`src/rtl/ssi_consts.svh`:
```
// offsets, field positions, reset values and timing counts of the sync and interface select block
// assumes a 125 MHz system clock and an 8-bit register port
`ifndef SSI_CONSTS_SVH
`define SSI_CONSTS_SVH

`define SSI_OFS_POL 8'h0F
`define SSI_OFS_STATUS 8'h11
`define SSI_OFS_CTRL 8'h12
`define SSI_OFS_THRESH 8'h13
`define SSI_OFS_SCAN 8'h14

`define SSI_ST_HS_DET 7
`define SSI_ST_SOG_DET 6
`define SSI_ST_VS_DET 5
`define SSI_ST_DCLK_DET 4
`define SSI_ST_AI 3
`define SSI_ST_AHS 2
`define SSI_ST_AVS 1

`define SSI_CT_IF_OV 7
`define SSI_CT_IF_SEL 6
`define SSI_CT_HS_OV 5
`define SSI_CT_HS_SEL 4
`define SSI_CT_VS_OV 3
`define SSI_CT_VS_SEL 2
`define SSI_CT_COAST_SEL 1
`define SSI_CT_PWR_N 0

`define SSI_SC_SCAN_EN 2
`define SSI_SC_COAST_POL_OV 1
`define SSI_SC_HS_POL_OV 0

`define SSI_PL_HS_POL 7
`define SSI_PL_COAST_POL 6

`define SSI_RST_POL 8'hC0
`define SSI_MASK_POL 8'hC0
`define SSI_RST_CTRL 8'h01
`define SSI_RST_THRESH 8'h20
`define SSI_RST_SCAN 8'h00

`define SSI_CLK_MHZ 125
`define SSI_TICK_MHZ 5
`define SSI_TICK_CYCLES (`SSI_CLK_MHZ / `SSI_TICK_MHZ)
`define SSI_LINE_TIMEOUT_US 100
`define SSI_FRAME_TIMEOUT_MS 50
`define SSI_LINE_TIMEOUT_CYCLES (`SSI_LINE_TIMEOUT_US * `SSI_CLK_MHZ)
`define SSI_FRAME_TIMEOUT_CYCLES (`SSI_FRAME_TIMEOUT_MS * 1000 * `SSI_CLK_MHZ)

`endif

```
`src/rtl/ssi_pkg.sv`:
```
// types shared by the sync and interface select block
// assumes nothing beyond the constants header
`default_nettype none
package ssi_pkg;
  typedef logic [7:0] ssi_byte_t;
  typedef logic [22:0] ssi_tmo_t;
  typedef enum logic [1:0]
  {
    SSI_ACT_IDLE = 2'b01,
    SSI_ACT_SEEN = 2'b10
  } ssi_act_state_t;
endpackage
`default_nettype wire

```
`src/rtl/ssi_sep_if.sv`:
```
// carrier between the top and the sync separator
// assumes one clock domain shared by both ends
`default_nettype none
interface ssi_sep_if;
  ssi_pkg::ssi_byte_t threshold;
  logic tick;
  logic comp_sync;
  logic frame_sync;
  modport sep
  (
    input threshold,
    input tick,
    input comp_sync,
    output frame_sync
  );
  modport ctl
  (
    output threshold,
    output tick,
    output comp_sync,
    input frame_sync
  );
endinterface
`default_nettype wire

```
`src/rtl/ssi_act_detect.sv`:
```
// activity detector: flags a toggling input, drops it after a quiet window
// assumes the input is synchronous to clock_in
`default_nettype none
module ssi_act_detect #(
  parameter ssi_pkg::ssi_tmo_t TIMEOUT = 23'd12500
)
(
  input wire logic clock_in,
  input wire logic rst_in,
  input wire logic ce_in,
  input wire logic enable_in,
  input wire logic sig_in,
  output logic active_out
);
  ssi_pkg::ssi_act_state_t state_reg;
  ssi_pkg::ssi_tmo_t quiet_reg;
  logic sig_d_reg;
  logic primed_reg;
  logic edge_seen;

  // first sample after reset only primes, so an idle-high pin gives no false edge
  assign edge_seen = primed_reg & (sig_in ^ sig_d_reg);

  always_ff @(posedge clock_in)
  begin
    if (rst_in)
    begin
      sig_d_reg <= 1'b0;
      primed_reg <= 1'b0;
    end
    else if (ce_in)
    begin
      sig_d_reg <= sig_in;
      primed_reg <= 1'b1;
    end
  end

  always_ff @(posedge clock_in)
  begin
    if (rst_in)
    begin
      state_reg <= ssi_pkg::SSI_ACT_IDLE;
      quiet_reg <= '0;
    end
    else if (ce_in)
    begin
      if (!enable_in)
      begin
        state_reg <= ssi_pkg::SSI_ACT_IDLE;
        quiet_reg <= '0;
      end
      else if (edge_seen)
      begin
        state_reg <= ssi_pkg::SSI_ACT_SEEN;
        quiet_reg <= '0;
      end
      else
      begin
        case (state_reg)
          ssi_pkg::SSI_ACT_SEEN:
          begin
            if (quiet_reg >= TIMEOUT - 23'd1)
            begin
              state_reg <= ssi_pkg::SSI_ACT_IDLE;
              quiet_reg <= '0;
            end
            else
              quiet_reg <= quiet_reg + 23'd1;
          end
          ssi_pkg::SSI_ACT_IDLE:
            quiet_reg <= '0;
          default:
          begin
            state_reg <= ssi_pkg::SSI_ACT_IDLE;
            quiet_reg <= '0;
          end
        endcase
      end
    end
  end

  assign active_out = (state_reg == ssi_pkg::SSI_ACT_SEEN);
endmodule
`default_nettype wire

```
`src/rtl/ssi_sync_sep.sv`:
```
// sync separator: low-pass on composite sync to recover frame sync
// assumes tick is a one-cycle pulse at 5 MHz
`default_nettype none
module ssi_sync_sep
(
  input wire logic clock_in,
  input wire logic rst_in,
  input wire logic ce_in,
  ssi_sep_if.sep sep
);
  ssi_pkg::ssi_byte_t cnt_reg;
  logic out_reg;
  logic [8:0] cnt_inc;

  assign cnt_inc = {1'b0, cnt_reg} + 9'd1;

  always_ff @(posedge clock_in)
  begin
    if (rst_in)
    begin
      cnt_reg <= '0;
      out_reg <= 1'b0;
    end
    else if (ce_in)
    begin
      if (sep.comp_sync == out_reg)
        cnt_reg <= '0;
      else if (sep.tick)
      begin
        if (cnt_inc >= {1'b0, sep.threshold})
        begin
          out_reg <= ~out_reg;
          cnt_reg <= '0;
        end
        else
          cnt_reg <= cnt_inc[7:0];
      end
    end
  end

  assign sep.frame_sync = out_reg;
endmodule
`default_nettype wire

```
`src/rtl/ssi_top.sv`:
```
// sync source and active interface selection with its control registers
// assumes all pins and the register port are synchronous to clock_in
// Contract
// - status bit 4 shows digital clock activity, 1 when present
// - analog detected is OR of bits 7,6,5; digital from bit 4
// - auto: digital only gives 1, analog only 0, both copies control bit 6
// - interface override bit 7 forces active interface to control bit 6
// - active interface 0 analog, 1 digital; no activity enters seek mode unless override bit 7 is set
// - auto: green sync only gives 1, line sync only 0, else control bit 4
// - line sync override bit 5 forces active line sync to bit 4
// - line sync select 0 is sync pin, 1 is green embedded sync
// - auto frame sync follows frame sync detect, preferring the pin
// - frame sync override bit 3 forces active frame sync to bit 2
// - frame sync select 0 is pin, 1 is separator output
// - interface override and select reset to 0; select 0 analog
// - line and frame override and select bits reset to 0
// - coast select 0 coast pin, 1 the chosen frame sync
// - control bit 0 low powers down, stops detection; resets to 1
// - separator toggles after threshold 5 MHz ticks; threshold resets 32
// - scan enable is bit 2 of 0x14, resets to 0
// - coast polarity override bit 1 picks user polarity, resets 0
// - line sync polarity override bit 0 picks user polarity
// - line sync detect reads 0 for a static input
// - coast polarity bit 0 active low, 1 active high, resets 1
`include "ssi_consts.svh"
`default_nettype none
module ssi_top #(
  parameter ssi_pkg::ssi_tmo_t LINE_TIMEOUT = 23'(`SSI_LINE_TIMEOUT_CYCLES),
  parameter ssi_pkg::ssi_tmo_t FRAME_TIMEOUT = 23'(`SSI_FRAME_TIMEOUT_CYCLES)
)
(
  input wire logic clock_in,
  input wire logic rst_in,
  input wire logic ce_in,
  input wire logic [7:0] reg_addr_in,
  input wire logic reg_wr_in,
  input wire logic [7:0] reg_wdata_in,
  input wire logic reg_rd_in,
  output logic [7:0] reg_rdata_out,
  input wire logic line_sync_in,
  input wire logic green_embedded_sync_in,
  input wire logic frame_sync_in,
  input wire logic dclk_in,
  input wire logic coast_in,
  input wire logic line_pol_detected_in,
  input wire logic coast_pol_detected_in,
  output logic active_iface_flag_out,
  output logic active_line_sync_flag_out,
  output logic active_frame_sync_flag_out,
  output logic seek_mode_out,
  output logic full_power_off_n_out,
  output logic scan_enable_out,
  output logic line_sync_sel_out,
  output logic frame_sync_sel_out,
  output logic coast_sel_out,
  output logic line_sync_polarity_out,
  output logic hold_input_polarity_out
);
  ssi_pkg::ssi_byte_t pol_reg;
  ssi_pkg::ssi_byte_t ctrl_reg;
  ssi_pkg::ssi_byte_t thresh_reg;
  ssi_pkg::ssi_byte_t scan_reg;
  ssi_pkg::ssi_byte_t status_reg;
  ssi_pkg::ssi_byte_t status_next;
  ssi_pkg::ssi_byte_t rdata_next;
  logic [4:0] tick_cnt_reg;
  logic tick;
  logic hs_det;
  logic sog_det;
  logic vs_det;
  logic dclk_det;
  logic ana_det;
  logic ai_next;
  logic ahs_next;
  logic avs_next;
  logic seek_next;
  logic frame_sel_src;

  ssi_sep_if sep_bus();

  // shared picker for the interface and line sync selections with override
  function automatic logic pick_src(input logic ov, input logic only_a, input logic only_b, input logic sel);
    logic r;
    r = sel;
    if (!ov && only_b)
      r = 1'b1;
    else if (!ov && only_a)
      r = 1'b0;
    return r;
  endfunction

  always_ff @(posedge clock_in)
  begin
    if (rst_in)
      ctrl_reg <= `SSI_RST_CTRL;
    else if (ce_in && reg_wr_in && reg_addr_in == `SSI_OFS_CTRL)
      ctrl_reg <= reg_wdata_in;
  end

  always_ff @(posedge clock_in)
  begin
    if (rst_in)
      thresh_reg <= `SSI_RST_THRESH;
    else if (ce_in && reg_wr_in && reg_addr_in == `SSI_OFS_THRESH)
      thresh_reg <= reg_wdata_in;
  end

  always_ff @(posedge clock_in)
  begin
    if (rst_in)
      scan_reg <= `SSI_RST_SCAN;
    else if (ce_in && reg_wr_in && reg_addr_in == `SSI_OFS_SCAN)
      scan_reg <= reg_wdata_in & 8'h07;
  end

  always_ff @(posedge clock_in)
  begin
    if (rst_in)
      pol_reg <= `SSI_RST_POL;
    else if (ce_in && reg_wr_in && reg_addr_in == `SSI_OFS_POL)
      pol_reg <= reg_wdata_in & `SSI_MASK_POL;
  end

  // 5 MHz tick for the separator, derived rather than a second clock
  always_ff @(posedge clock_in)
  begin
    if (rst_in)
      tick_cnt_reg <= '0;
    else if (ce_in)
    begin
      if (tick_cnt_reg == 5'(`SSI_TICK_CYCLES - 1))
        tick_cnt_reg <= '0;
      else
        tick_cnt_reg <= tick_cnt_reg + 5'd1;
    end
  end
  assign tick = (tick_cnt_reg == 5'(`SSI_TICK_CYCLES - 1));

  ssi_act_detect #(.TIMEOUT(LINE_TIMEOUT)) u_hs_det
  (
    .clock_in(clock_in),
    .rst_in(rst_in),
    .ce_in(ce_in),
    .enable_in(ctrl_reg[`SSI_CT_PWR_N]),
    .sig_in(line_sync_in),
    .active_out(hs_det)
  );

  ssi_act_detect #(.TIMEOUT(LINE_TIMEOUT)) u_sog_det
  (
    .clock_in(clock_in),
    .rst_in(rst_in),
    .ce_in(ce_in),
    .enable_in(ctrl_reg[`SSI_CT_PWR_N]),
    .sig_in(green_embedded_sync_in),
    .active_out(sog_det)
  );

  // frame rate is slow, so this window is much longer
  ssi_act_detect #(.TIMEOUT(FRAME_TIMEOUT)) u_vs_det
  (
    .clock_in(clock_in),
    .rst_in(rst_in),
    .ce_in(ce_in),
    .enable_in(ctrl_reg[`SSI_CT_PWR_N]),
    .sig_in(frame_sync_in),
    .active_out(vs_det)
  );

  // a pixel clock above half of clock_in aliases; sampled detection is a limitation
  ssi_act_detect #(.TIMEOUT(LINE_TIMEOUT)) u_dclk_det
  (
    .clock_in(clock_in),
    .rst_in(rst_in),
    .ce_in(ce_in),
    .enable_in(ctrl_reg[`SSI_CT_PWR_N]),
    .sig_in(dclk_in),
    .active_out(dclk_det)
  );

  assign sep_bus.threshold = thresh_reg;
  assign sep_bus.tick = tick;
  assign sep_bus.comp_sync = green_embedded_sync_in;

  ssi_sync_sep u_sep
  (
    .clock_in(clock_in),
    .rst_in(rst_in),
    .ce_in(ce_in),
    .sep(sep_bus.sep)
  );

  assign ana_det = hs_det | sog_det | vs_det;

  always_comb
  begin
    ai_next = pick_src(ctrl_reg[`SSI_CT_IF_OV], ana_det && !dclk_det, dclk_det && !ana_det,
                       ctrl_reg[`SSI_CT_IF_SEL]);
    ahs_next = pick_src(ctrl_reg[`SSI_CT_HS_OV], hs_det && !sog_det, sog_det && !hs_det,
                        ctrl_reg[`SSI_CT_HS_SEL]);
    avs_next = ctrl_reg[`SSI_CT_VS_OV] ? ctrl_reg[`SSI_CT_VS_SEL] : !vs_det;
    seek_next = !ctrl_reg[`SSI_CT_IF_OV] && !ana_det && !dclk_det;
    status_next = '0;
    status_next[`SSI_ST_HS_DET] = hs_det;
    status_next[`SSI_ST_SOG_DET] = sog_det;
    status_next[`SSI_ST_VS_DET] = vs_det;
    status_next[`SSI_ST_DCLK_DET] = dclk_det;
    status_next[`SSI_ST_AI] = ai_next;
    status_next[`SSI_ST_AHS] = ahs_next;
    status_next[`SSI_ST_AVS] = avs_next;
  end

  always_ff @(posedge clock_in)
  begin
    if (rst_in)
    begin
      status_reg <= '0;
      seek_mode_out <= 1'b0;
    end
    else if (ce_in)
    begin
      status_reg <= status_next;
      seek_mode_out <= seek_next;
    end
  end

  assign frame_sel_src = status_reg[`SSI_ST_AVS] ? sep_bus.frame_sync : frame_sync_in;

  always_ff @(posedge clock_in)
  begin
    if (rst_in)
    begin
      line_sync_sel_out <= 1'b0;
      frame_sync_sel_out <= 1'b0;
      coast_sel_out <= 1'b0;
    end
    else if (ce_in)
    begin
      line_sync_sel_out <= status_reg[`SSI_ST_AHS] ? green_embedded_sync_in : line_sync_in;
      frame_sync_sel_out <= frame_sel_src;
      coast_sel_out <= ctrl_reg[`SSI_CT_COAST_SEL] ? frame_sel_src : coast_in;
    end
  end

  always_ff @(posedge clock_in)
  begin
    if (rst_in)
    begin
      line_sync_polarity_out <= 1'b1;
      hold_input_polarity_out <= 1'b1;
    end
    else if (ce_in)
    begin
      line_sync_polarity_out <= scan_reg[`SSI_SC_HS_POL_OV] ? pol_reg[`SSI_PL_HS_POL] : line_pol_detected_in;
      hold_input_polarity_out <= scan_reg[`SSI_SC_COAST_POL_OV] ? pol_reg[`SSI_PL_COAST_POL]
                                                                 : coast_pol_detected_in;
    end
  end

  always_comb
  begin
    case (reg_addr_in)
      `SSI_OFS_POL: rdata_next = pol_reg;
      `SSI_OFS_STATUS: rdata_next = status_reg;
      `SSI_OFS_CTRL: rdata_next = ctrl_reg;
      `SSI_OFS_THRESH: rdata_next = thresh_reg;
      `SSI_OFS_SCAN: rdata_next = scan_reg;
      default: rdata_next = 8'h00;
    endcase
  end

  // read data held until the next read
  always_ff @(posedge clock_in)
  begin
    if (rst_in)
      reg_rdata_out <= 8'h00;
    else if (ce_in && reg_rd_in)
      reg_rdata_out <= rdata_next;
  end

  assign active_iface_flag_out = status_reg[`SSI_ST_AI];
  assign active_line_sync_flag_out = status_reg[`SSI_ST_AHS];
  assign active_frame_sync_flag_out = status_reg[`SSI_ST_AVS];
  assign full_power_off_n_out = ctrl_reg[`SSI_CT_PWR_N];
  assign scan_enable_out = scan_reg[`SSI_SC_SCAN_EN];
endmodule
`default_nettype wire

```
`config.mk`:
```
export PLATFORM = sky130hd
export DESIGN_NAME = ssi_top
export DESIGN_NICKNAME = d
export VERILOG_FILES = /design/src/rtl/ssi_pkg.sv /design/src/rtl/ssi_sep_if.sv /design/src/rtl/ssi_act_detect.sv /design/src/rtl/ssi_sync_sep.sv /design/src/rtl/ssi_top.sv
export VERILOG_INCLUDE_DIRS = /design/src /design/src/rtl
export SDC_FILE = /design/constraint.sdc
export NUM_CORES = 1
export LEC_CHECK = 0
export BUFFER_PORTS_ARGS = -buffer_cell sky130_fd_sc_hd__clkbuf_2
export CORE_MARGIN = 1.5
export CORE_UTILIZATION = 45
export CTS_CLUSTER_DIAMETER = 80
export DETAILED_ROUTE_END_ITERATION = 8
export SLEW_MARGIN = 25
export SYNTH_ARGS = -nofsm -noshare
export SYNTH_HDL_FRONTEND = slang
export SYNTH_HIERARCHICAL = 1
export SYNTH_SLANG_ARGS = --single-unit
```
`constraint.sdc`:
```
create_clock -name clock_in -period 2.8 [get_ports clock_in]
set_clock_uncertainty 0.1 [all_clocks]
set_input_delay 0.28 -clock clock_in [delete_from_list [all_inputs] [get_ports clock_in]]
set_output_delay 0.28 -clock clock_in [all_outputs]
set_load 0.02 [all_outputs]
```
Word-level counts from Yosys, hierarchy flattened:

Index checks and enable logic that the tools add are counted.

* reductions and logical operators: 30
* equality and inequality tests: 23
* $lt $le $gt $ge: 5
* add/sub/neg operators: 6
* bitwise logic cells: 12
* mux-type cells: 47

Operators by type and width (count)
* $mux W23: 16
* $add A23 B1 Y23 const B: 4
* $ge A23 B14 Y1 const B: 3
* $pmux W8 S5: 1
* $eq A8 B5 Y1 const B: 4
* $mux W2: 12
* $mux W8: 3
* $ge A23 B23 Y1 const B: 1
* $logic_and A1 B1 Y1: 16
* $ne A4 B2 Y1 const B: 4
* $pmux W2 S2: 4
* $ne A3 B2 Y1 const B: 4
* $reduce_and A3 Y1: 4
* $mux W1: 10
* $add A8 B1 Y9 const B: 1
* $ge A9 B8 Y1: 1
* $eq A2 B1 Y1 const B: 4
* $eq A2 B2 Y1 const B: 4
* $eq A8 B4 Y1 const B: 1
* $logic_not A1 Y1: 7
* $add A5 B1 Y5 const B: 1
* $eq A5 B5 Y1 const B: 1
* $mux W5: 1
* $and A1 B1 Y1: 4
* other kinds (7): 12

* input bits: 28
* logic and storage cells: 151
* register bits: 161

Logic depth before layout (Yosys ltp):

Gate-level depths: netlist of run 1.

* depth after elaboration: 7
* mapped depth: 10
* gate-level depth less buffers: 10

Modules after synthesis:

Netlist of run 1, hierarchy kept.

By module, submodules not included
* ssi_act_detect at u_dclk_det ...: sequential area each 540.5 sq um, area each 1415.1 sq um, cells each 166, times used 3
* ssi_top: sequential area each 940.9 sq um, area each 2150.8 sq um, cells each 231, times used 1
* ssi_act_detect at u_vs_det: sequential area each 540.5 sq um, area each 1368.8 sq um, cells each 154, times used 1
* ssi_sync_sep: sequential area each 180.2 sq um, area each 663.1 sq um, cells each 81, times used 1

Worst setup path before layout of run 1:

Ideal clock, no wire load.

* path type: register to register
* from: register u_sep.cnt_reg[2]
* to: register u_sep.cnt_reg[0]
* library setup time: 0.075 ns
* data required time: 2.625 ns
* arrival time: 2.150 ns
* setup slack: 0.475 ns
* stages on the path, launching flop included: 11
* cells stage by stage: dfxtp_1 -> and3_1 -> and3_2 -> nand3_1 -> xor2_1 -> inv_1 -> ha_1 -> and3_4 -> a221oi_2 -> nand4_2 -> o21ai_0

* cells in the longest elaborated chain, start to end: 5

RTL lines
* from (decl): RTL line ssi_sync_sep.sv:11 `ssi_pkg::ssi_byte_t cnt_reg;`
* from (signal assigned): RTL line ssi_sync_sep.sv:36 `cnt_reg <= cnt_inc[7:0];`
* $add A8 B1 Y9: RTL line ssi_sync_sep.sv:15 `assign cnt_inc = {1'b0, cnt_reg} + 9'd1;`
* $ge A9 B8 Y1: RTL line ssi_sync_sep.sv:30 `if (cnt_inc >= {1'b0, sep.threshold})`
* $mux W8: RTL line ssi_sync_sep.sv:30
* $mux W8: RTL line ssi_sync_sep.sv:28 `else if (sep.tick)`
* $mux W8: RTL line ssi_sync_sep.sv:26 `if (sep.comp_sync == out_reg)`

No other way between the ends. The select of a mux whose other input is x is not followed.
A chain may end at the register's enable or synchronous reset.

Worst setup path in the final report of run 1:

* from: register u_sep.cnt_reg[2]
* to: register u_sep.cnt_reg[2]

* cells in the longest elaborated chain, start to end: 5

RTL lines (RTL line)
* $add A8 B1 Y9 (*): ssi_sync_sep.sv:15
* $ge A9 B8 Y1: ssi_sync_sep.sv:30
* $mux W8 (*): ssi_sync_sep.sv:30
* $mux W8 (*): ssi_sync_sep.sv:28
* $mux W8 (*): ssi_sync_sep.sv:26

Every way passes the cells marked *; elsewhere a longest branch is shown, timed or not. The select of a mux whose other input is x is not followed.

==> flow_summary_export.csv, run 1 <==
group,metric,value,unit
status,status,"complete, but fails checks",
status,violations,"design-rule violations",
finish,syn2layout_area_growth,14.19,%
worst_setup_path,r2r-end,"u_sep/cnt_reg[2]",
routing,antenna_left,0,
synthesis,avgSynthCellArea,8.743,sq um
power_and_ir_drop,power.density,553.7,nW/um^2
power_and_ir_drop,vdd_drop_max,0.4280,mV
worst_setup_path,critPathMaxStageDelay,400,ps
clock_tree,numCtsBuffers,17,
worst_setup_path,crit_slowest_cell,"dfxtp_1",
global_routing,grt_pass1_wl,31890,microns
synthesis,ys_top_cells_by_count,"164 x dfxtp_1, 90 x nor2_1, 82 x nor3_1",
synthesis,yosysSeqAreaShare,0.3895,
routing,wl_met2,8201,microns
worst_setup_path,crit_path_start,"u_sep/cnt_reg[2]",
sta,fin_crit,2579,ps
synthesis,async_flop_share,0,
worst_hold_path,min_path_type,"input pin to flip-flop",
sta,setup_tns,0,ps
die,core,18150,sq um
synthesis,yosysMostFrequentCell,"dfxtp_1",
finish,drive_above_1_share,0.1480,
worst_setup_path,worstPathCellList,"and3_1 -> and3_2 -> nand3_1 -> xor2_1 -> inv_1 -> ha_1 -> and3_4 -> a221oi_2 -> nand4_2 -> o21ai_0",
routing,wl_met1,9762,microns
synthesis,yosys-top-cells-area,"dfxtp_1 39%, nor3_1 4.9%, mux2i_1 4.4%",
synthesis,synth_compound_area_frac,0.1419,
synthesis,synth_seq_cells,164,
sta,worstMarginPinSlew,775.3,ps
clock_tree,tritoncts,"done",
die,start_util,0.4644,
synthesis,ys_warn_count,6,
synthesis,ys.flop_type,"dfxtp_1",
sta,hold_viol_final,0,
power_and_ir_drop,leakagePower,3.467,nW
clock_tree,clock_path_buffers,2,
sta,rsz0062_at_grt,"true",
sta,fmax,387.8,MHz
routing,drt-initial-drc-count,382,
placement,dp_cells,1217,
clock_tree,cts_sinks,164,
die,die_h,139.9,microns
synthesis,syn-num-nets,1007,
worst_setup_path,crit_fanout,8,
routing,wirelength,18720,microns
worst_setup_path,cp-end-kind,"flip-flop",
clock_tree,ctsHtreeMaxLevel,4,
clock_tree,insertion_delay,420,ps
sta,slew_viol_final,0,
worst_setup_path,crit_type,"flip-flop to flip-flop",
clock_tree,clk_pin_slew,70,ps
synthesis,syn_area,8428,sq um
routing,top_layer_used,"met4",
worst_setup_path,crit_arrival,2830,ps
global_routing,grt_pass1_vias,6371,
global_routing,grt_max_degree,69,
synthesis,synth_xor_xnor_area_share,0.06547,
placement,dp_hpwl,13170,microns
routing,wl_per_cell,14.99,microns
synthesis,synthCells,964,
finish,utilization,0.5303,
placement,io_buffers,46,
global_routing,grtUsageTotal,0.1978,
synthesis,synthAdderAreaFrac,0.02227,
synthesis,synth_top_cell_by_area,"dfxtp_1",
routing,vias_per_cell,5.555,
sta,timing.final.crit_share,0.9210,
worst_setup_path,start_kind,"flip-flop",
synthesis,synthMuxAreaShare,0.05508,
placement,dpl_worst_slack,221.1,ps
finish,num_antenna_cells,0,
synthesis,synth-simple-area-share,0.2837,
routing,firstDrtPassIters,7,
clock_tree,root_buffer,"clkbuf_16",
worst_setup_path,rr_startpoint,"u_sep/cnt_reg[2]",
placement,place_congestion,0.8396,
synthesis,synth_top_cell_area_share,0.3895,
run,maxCapViolCount,0,
routing,vias,6938,
finish,final_cells,1249,
sta,setup_ws,221.2,ps
sta,max_slew_margin,0.4820,
die,num_rows,49,
die,die_w,139.9,microns
die,die_area,19560,sq um
synthesis,synthDistinctLibCells,78,
routing,wl_met3,562,microns
die,ioPinCount,47,
global_routing,grt_overflow,0,
worst_setup_path,required,3050,ps
worst_setup_path,r2r_slack,220,ps
synthesis,synth_edf_count,0,
global_routing,antenna_found_initial,0,
sta,setup_violations,0,
worst_setup_path,reg2regPathDepth,10,
worst_setup_path,worstSetupEndpoint,"u_sep/cnt_reg[2]",
finish,final_nets,1050,
routing,drc_errors,1,
synthesis,synth_top_family_by_area,"simple AND/OR/NAND/NOR gates",
critical path, delay by kind of cell, from the launching register on:
kind	cells	cell delay, ps
simple gates	5	950
buf+inv	1	60
flops	1	400
compound gates	2	520
fa+ha+maj	1	290
xor+xnor	1	180
where the power goes:
part / switching, mW / total (mW) / internal (mW) / leakage [nW]
combinational: 0.172 / 0.269 / 0.0971 / 1.81
clock: 1.04 / 2.68 / 1.64 / 0.329
sequential: 0.0210 / 2.38 / 2.36 / 1.33
metal layers:
layer / track usage / up-vias
met4: 0.05319 / 0
met3: 0.03544 / 12
met5: 0 / -
li1: - / 3631
met2: 0.3051 / 91
met1: 0.2838 / 3204
logic make-up (layout without fill, tap and decap cells):
logic type	Yosys count	after routing
AO/OA/AOI/OAI	164	164
flip-flops	164	164
adder cells (fa/ha/maj)	15	15
multiplexers	45	45
buffers and inverters	86	142
AND/OR/NAND/NOR	427	427
XOR/XNOR	63	63
layout by cell type, fill, tap and decap left out, types with 15 or more instances in the layout:
cell type / count
xor2_1: 22
mux2i_1: 37
o21ai_0: 27
buf_4: 18
clkbuf_2: 44
or3_1: 26
clkbuf_16: 17
a21oi_1: 24
dfxtp_1: 164
xnor2_1: 41
a211oi_1: 32
ha_1: 15
nand3_1: 39
nand2_1: 53
or4_1: 15
nor2_1: 90
inv_1: 45
nor3_1: 82
repair_timing:
item,4_1_cts,5_1_grt
resized for setup,0,1
endpoints found under the setup margin,0,4
setup buffers,0,0
hold buffers,0,0
worst min path at each step:
stage               depth (start not counted)                   from                     to
finish                                      3        reg_wdata_in[5]            ctrl_reg[5]
global route                                3        reg_wdata_in[3]   sep_bus.threshold[3]
CTS                                         3        reg_wdata_in[5]            ctrl_reg[5]
detailed placement                          2  u_vs_det/state_reg[1]  u_vs_det/state_reg[1]
global placement                            2    u_vs_det/primed_reg    u_vs_det/primed_reg
floorplan                                   1        reg_wdata_in[6]             pol_reg[6]
metrics by stage:
stage                     total power [mW]  instance area [sq um]  hold WS [ps]
final                                5.329                   9624         9.364
after global routing                 5.496                   9624         28.88
after CTS                            5.391                   9624         1.543
after detailed placement             2.701                   8945         378.9
after global placement               2.701                   8945         373.8
after floorplan                      2.606                   8428         297.9
cell type report:
class	count	area, sq um
clock buffers	18	439.2
fillers	1718	8523
inverters	45	168.9
multi-input cells	714	4791
well taps	229	286.5
repair buffers	65	415.4
flip-flops and latches	164	3283
clock inverters	14	240.2
Note: power is estimated with default switching activity, not from simulation.
==> inputs of run 2 (changes only) <==
- GPL_TIMING_DRIVEN: unset -> 0
==> run 2 against run 1 <==
Against the previous run:
- clock-buffer cell count increased by 1
- the run still ends with design-rule violations left
- final cell count increased by 1.8%
- first-iteration DRC count decreased by 8.4%
- worst hold slack improved by 9.8 ps
- global-route usage increased by 0.87 points
- largest cell class unchanged
- total power decreased by 5.8%
==> flow_summary_export.csv, run 2 (same netlist as run 1, synthesis figures left out) <==
group,metric,value,unit
status,status,"complete, but fails checks",
status,violations,"design-rule violations",
global_routing,grt_overflow,0,
finish,final_cell_mix,"163 x dfxtp_1, 90 x nor2_1, 82 x nor3_1",
sta,rsz0062_at_grt,"false",
routing,antenna_left,0,
finish,final_common_cell,"dfxtp_1",
routing,firstDrtPassIters,7,
placement,dpl_worst_slack,186.0,ps
routing,wl_per_cell,15.53,microns
placement,dp_hpwl,14040,microns
worst_setup_path,crit_path_start,"u_sep/cnt_reg[2]",
clock_tree,cts_sinks,164,
finish,num_antenna_cells,0,
sta,setup_violations,0,
global_routing,grt_pass1_wl,32950,microns
sta,setup_ws,206.0,ps
worst_setup_path,crit_fanout,8,
sta,slew_viol_final,0,
sta,worstMarginPinSlew,754.8,ps
power_and_ir_drop,power.density,524.0,nW/um^2
clock_tree,insertion_delay,430,ps
worst_hold_path,min-delay-start,"reg_wdata_in[7]",
worst_setup_path,cp-end-kind,"flip-flop",
global_routing,grtUsageTotal,0.2064,
sta,fin_crit,2594,ps
die,die_h,139.9,microns
placement,io_buffers,46,
power_and_ir_drop,leakagePower,3.400,nW
die,core,18150,sq um
clock_tree,root_buffer,"clkbuf_16",
finish,final_nets,1073,
routing,drt-initial-drc-count,350,
die,ioPinCount,47,
sta,hold_viol_final,0,
die,die_area,19560,sq um
sta,setup_tns,0,ps
routing,vias_per_cell,5.627,
clock_tree,clock_path_buffers,2,
routing,wirelength,19750,microns
sta,max_slew_margin,0.4930,
routing,vias,7158,
clock_tree,ctsHtreeMaxLevel,4,
finish,ff_latch_area,3284,sq um
die,die_w,139.9,microns
clock_tree,tritoncts,"done",
worst_setup_path,required,3050,ps
die,start_util,0.4644,
sta,fmax,385.5,MHz
global_routing,grt_pass1_vias,6633,
die,num_rows,49,
global_routing,grt_max_degree,17,
worst_setup_path,rr_startpoint,"u_sep/cnt_reg[2]",
sta,timing.final.crit_share,0.9264,
finish,fill_cells,1719,
sta,hold_ws,19.20,ps
worst_hold_path,min_path_type,"input pin to flip-flop",
global_routing,antenna_found_initial,0,
routing,drc_errors,1,
run,maxCapViolCount,0,
worst_setup_path,crit_type,"flip-flop to flip-flop",
finish,drive_above_1_share,0.1429,
power_and_ir_drop,vdd_drop_max,0.5052,mV
placement,place_congestion,0.8493,
finish,multi_input_area,4818,sq um
finish,syn2layout_area_growth,13.72,%
clock_tree,cts_setup_buffers,0,
clock_tree,numCtsBuffers,17,
worst_setup_path,start_kind,"flip-flop",
clock_tree,clk_pin_slew,70,ps
worst_setup_path,crit_arrival,2850,ps
## run 2: cell count changes in the layout (fill, tap and decap cells not counted), moves of 2 or more
cell	before	now
clkbuf_1	0	22
buf_4	18	0
buf_2	0	13
clkinvlp_4	1	7
buf_1	0	4
buf_12	3	0
bufinv_16	5	2
buf_6	0	2
clkbuf_2	44	46
inv_8	2	0
## run 2: path summary, 6_finish.rpt
check	endpoint	slack (ps)	cells past startpoint
worst max-delay path	u_sep/cnt_reg[6]	210	10
worst min-delay path	pol_reg[7]	20	2
worst max register to register	u_sep/cnt_reg[6]	210	10
worst min register to register	u_sep/cnt_reg[4]	370	2
## run 2: metal layers
layer	vias to the layer above	part of all wire	global-route usage	wire, microns
li1	3675	-	-	-
met1	3379	0.50	0.2826	9912
met2	88	0.45	0.3305	8950
met3	16	0.032	0.03269	635
met4	0	0.013	0.07202	252
met5	-	0	0	0
## run 2: layout make-up
class / count / share of cell area
well taps: 229 / 0.02990
repair buffers: 47 / 0.02507
clock inverters: 13 / 0.01540
inverters: 45 / 0.01762
clock buffers: 19 / 0.04726
flip-flops and latches: 164 / 0.3427
plain buffers: 41 / 0.01932
multi-input cells: 714 / 0.5027
## run 2: where the power goes
group | total (mW) | internal (mW) | switching (mW)
combinational | 0.274 | 0.0940 | 0.180
clock | 2.37 | 1.37 | 0.998
sequential | 2.38 | 2.36 | 0.0221
total | 5.02 | 3.82 | 1.20
## run 2: timing repair
item,4_1_cts,5_1_grt
endpoints found under the hold margin,1,0
gates resized for setup,0,6
hold buffers,1,0
endpoints found under the setup margin,0,13
## run 2: worst max-delay path, stage by stage (launching register included)
cell	delay (ps)
dfxtp_1	390
and3_1	210
and3_2	210
nand3_1	120
xor2_2	170
inv_1	60
ha_1	330
and3_4	220
a221oi_4	320
nand4_4	190
o21ai_0	190
## run 2: through the flow
step                      std cells  utilization  power [mW]  instance area [sq um]
after floorplan                 964            -       2.606                   8428
after global placement         1239       0.4929       2.704                   8945
after detailed placement       1239       0.4929       2.705                   8945
after CTS                      1272       0.5265       5.084                   9555
after global routing           1272       0.5281       5.181                   9584
final                          1272       0.5281       5.022                   9584
==> inputs of run 3 (changes only) <==
- BUFFER_PORTS_ARGS: -buffer_cell sky130_fd_sc_hd__clkbuf_2 -> unset
- CORE_ASPECT_RATIO: unset -> 1.25
- DONT_BUFFER_PORTS: unset -> 1
==> run 3 against run 2 <==
Against the previous run:
- the flow now finishes without violations
- largest power group is now clock
- global-route usage up 0.43 points
- register-to-register slack worse by 40 ps
- critical path type unchanged
- total power up 0.28%
==> flow_summary_export.csv, run 3 (same netlist as run 1, synthesis figures left out) <==
group,metric,value,unit
status,status,"complete, no violations",
power_and_ir_drop,leakagePower,3.267,nW
finish,final_common_cell,"dfxtp_1",
clock_tree,ctsHtreeMaxLevel,4,
worst_setup_path,crit_slowest_cell,"dfxtp_1",
power_and_ir_drop,p_clk_frac,0.477,
sta,rsz0062_at_grt,"false",
worst_setup_path,critPathMaxStageDelay,400,ps
power_and_ir_drop,p_int,3.893,mW
sta,fin_crit,2637,ps
placement,io_buffers,0,
sta,setup_tns,0,ps
worst_setup_path,required,3040,ps
global_routing,grt_overflow,0,
global_routing,antenna_found_initial,0,
worst_setup_path,worstPathCellList,"and3_1 -> and3_2 -> nand3_1 -> xor2_1 -> inv_1 -> ha_1 -> and3_4 -> a221oi_2 -> nand4_4 -> o21ai_0",
routing,firstDrtPassIters,4,
placement,dp_hpwl,14310,microns
sta,setup_ws,163.4,ps
worst_setup_path,rr_startpoint,"u_sep/cnt_reg[2]",
power_and_ir_drop,swShare,0.2270,
power_and_ir_drop,power.switching,1.143,mW
finish,final_cells,1237,
die,ioPinCount,47,
run,maxCapViolCount,0,
worst_hold_path,min_path_type,"input pin to flip-flop",
sta,setup_violations,0,
placement,dpl_worst_slack,-3.029,ps
clock_tree,cts_setup_buffers,0,
worst_setup_path,crit_path_start,"u_sep/cnt_reg[2]",
routing,wirelength,20020,microns
worst_hold_path,min-delay-start,"green_embedded_sync_in",
clock_tree,root_buffer,"clkbuf_16",
routing,drt-initial-drc-count,357,
sta,hold_viol_final,0,
worst_setup_path,start_kind,"flip-flop",
routing,wl_per_cell,16.18,microns
power_and_ir_drop,vdd_drop_max,0.4540,mV
die,start_util,0.4622,
sta,fmax,379.3,MHz
finish,final_cell_mix,"163 x dfxtp_1, 90 x nor2_1, 82 x nor3_1",
clock_tree,cts_sinks,164,
die,die_h,156.0,microns
placement,dp_cells,1192,
routing,drc_errors,0,
clock_tree,clk_pin_slew,60,ps
clock_tree,insertion_delay,420,ps
die,die_area,19560,sq um
power_and_ir_drop,power.density,532.0,nW/um^2
sta,worstMarginPinSlew,858.9,ps
clock_tree,clock_path_buffers,2,
sta,slew_viol_final,0,
global_routing,grtUsageTotal,0.2107,
finish,final_nets,1039,
routing,wl_met2,10040,microns
routing,wl_met3,630,microns
power_and_ir_drop,power_frac_seq,0.475,
power_and_ir_drop,combinationalPowerShare,0.049,
clock_tree,numCtsBuffers,17,
placement,place_congestion,0.8166,
routing,top_layer_used,"met4",
routing,wl_met1,9203,microns
sta,timing.final.crit_share,0.9417,
finish,drive_above_1_share,0.1021,
die,num_rows,55,
worst_setup_path,cp-end-kind,"flip-flop",
worst_setup_path,crit_type,"flip-flop to flip-flop",
finish,syn2layout_area_growth,12.32,%
clock_tree,tritoncts,"done",
global_routing,grt_pass1_vias,6894,
finish,num_antenna_cells,0,
global_routing,grt_max_degree,17,
routing,vias_per_cell,5.658,
global_routing,grt_pass1_wl,34030,microns
worst_setup_path,crit_fanout,8,
worst_setup_path,crit_arrival,2880,ps
die,die_w,125.4,microns
routing,antenna_left,0,
die,core,18240,sq um
routing,vias,6999,
sta,max_slew_margin,0.4230,
==> run 3: cell types whose count changed in the layout (fill, tap and decap cells not counted), sizes merged <==
cell	delta
bufinv	+1
clkbuf	-46
clkinv	+5
dlygate4sd3	+12
clkinvlp	-3
inv	-3
==> run 3: power groups by stage <==
stage | Combinational (mW) | Sequential (mW) | Clock (mW)
detailed placement | 0.224 | 2.44 | 0
CTS | 0.245 | 2.39 | 2.46
global route | 0.271 | 2.39 | 2.56
finish | 0.245 | 2.39 | 2.40
floorplan | 0.171 | 2.44 | 0
global placement | 0.223 | 2.44 | 0
==> run 3: final cells by class <==
| class | instances | area [sq um] |
|---|---|---|
| plain buffers | 41 | 185.2 |
| clock buffers | 19 | 452.9 |
| clock inverters | 13 | 157.7 |
| fillers | 1707 | 8770 |
| inverters | 45 | 168.9 |
| multi-input cells | 714 | 4802 |
| flip-flops and latches | 164 | 3284 |
| well taps | 228 | 285.3 |
| repair buffers | 13 | 130.1 |
==> run 3: metal layers <==
metal	GRT usage	up-vias
met2	0.3698	84
met5	0	-
met1	0.2649	3306
li1	-	3598
met4	0.06602	0
met3	0.03395	11
==> run 3: timing repair <==
action                                  4_1_cts  5_1_grt
endpoints found under the setup margin        3        3
resized for setup                             1        4
pin swaps                                     0        1
hold buffers                                 13        0
endpoints found under the hold margin        27        0
==> run 3: per-stage QoR <==
stage | util | power, mW | cell area (sq um) | hold WS [ps]
after floorplan | - | 2.606 | 8428 | 297.9
after global placement | 0.4778 | 2.666 | 8713 | 299.0
after detailed placement | 0.4778 | 2.668 | 8713 | 302.9
after CTS | 0.5185 | 5.099 | 9455 | 6.937
after global routing | 0.5191 | 5.221 | 9467 | 35.19
final | 0.5191 | 5.036 | 9467 | 32.08
==> run 3: worst max-delay path: cells and delay by family, from the launching register on <==
family / cells / cell delay [ps]
flip-flops: 1 / 400
XOR/XNOR: 1 / 200
AO/OA/AOI/OAI: 2 / 540
buffers and inverters: 1 / 60
AND/OR/NAND/NOR: 5 / 950
adder cells (fa/ha/maj): 1 / 310
==> run 3: path summary, 6_finish.rpt <==
check / end / slack [ps] / cells after the start
worst min-delay path: line_sync_sel_out / 30 / 2
worst max-delay path: u_sep/cnt_reg[4] / 160 / 10
worst max register to register: u_sep/cnt_reg[4] / 160 / 10
worst min register to register: u_sep/cnt_reg[7] / 390 / 2
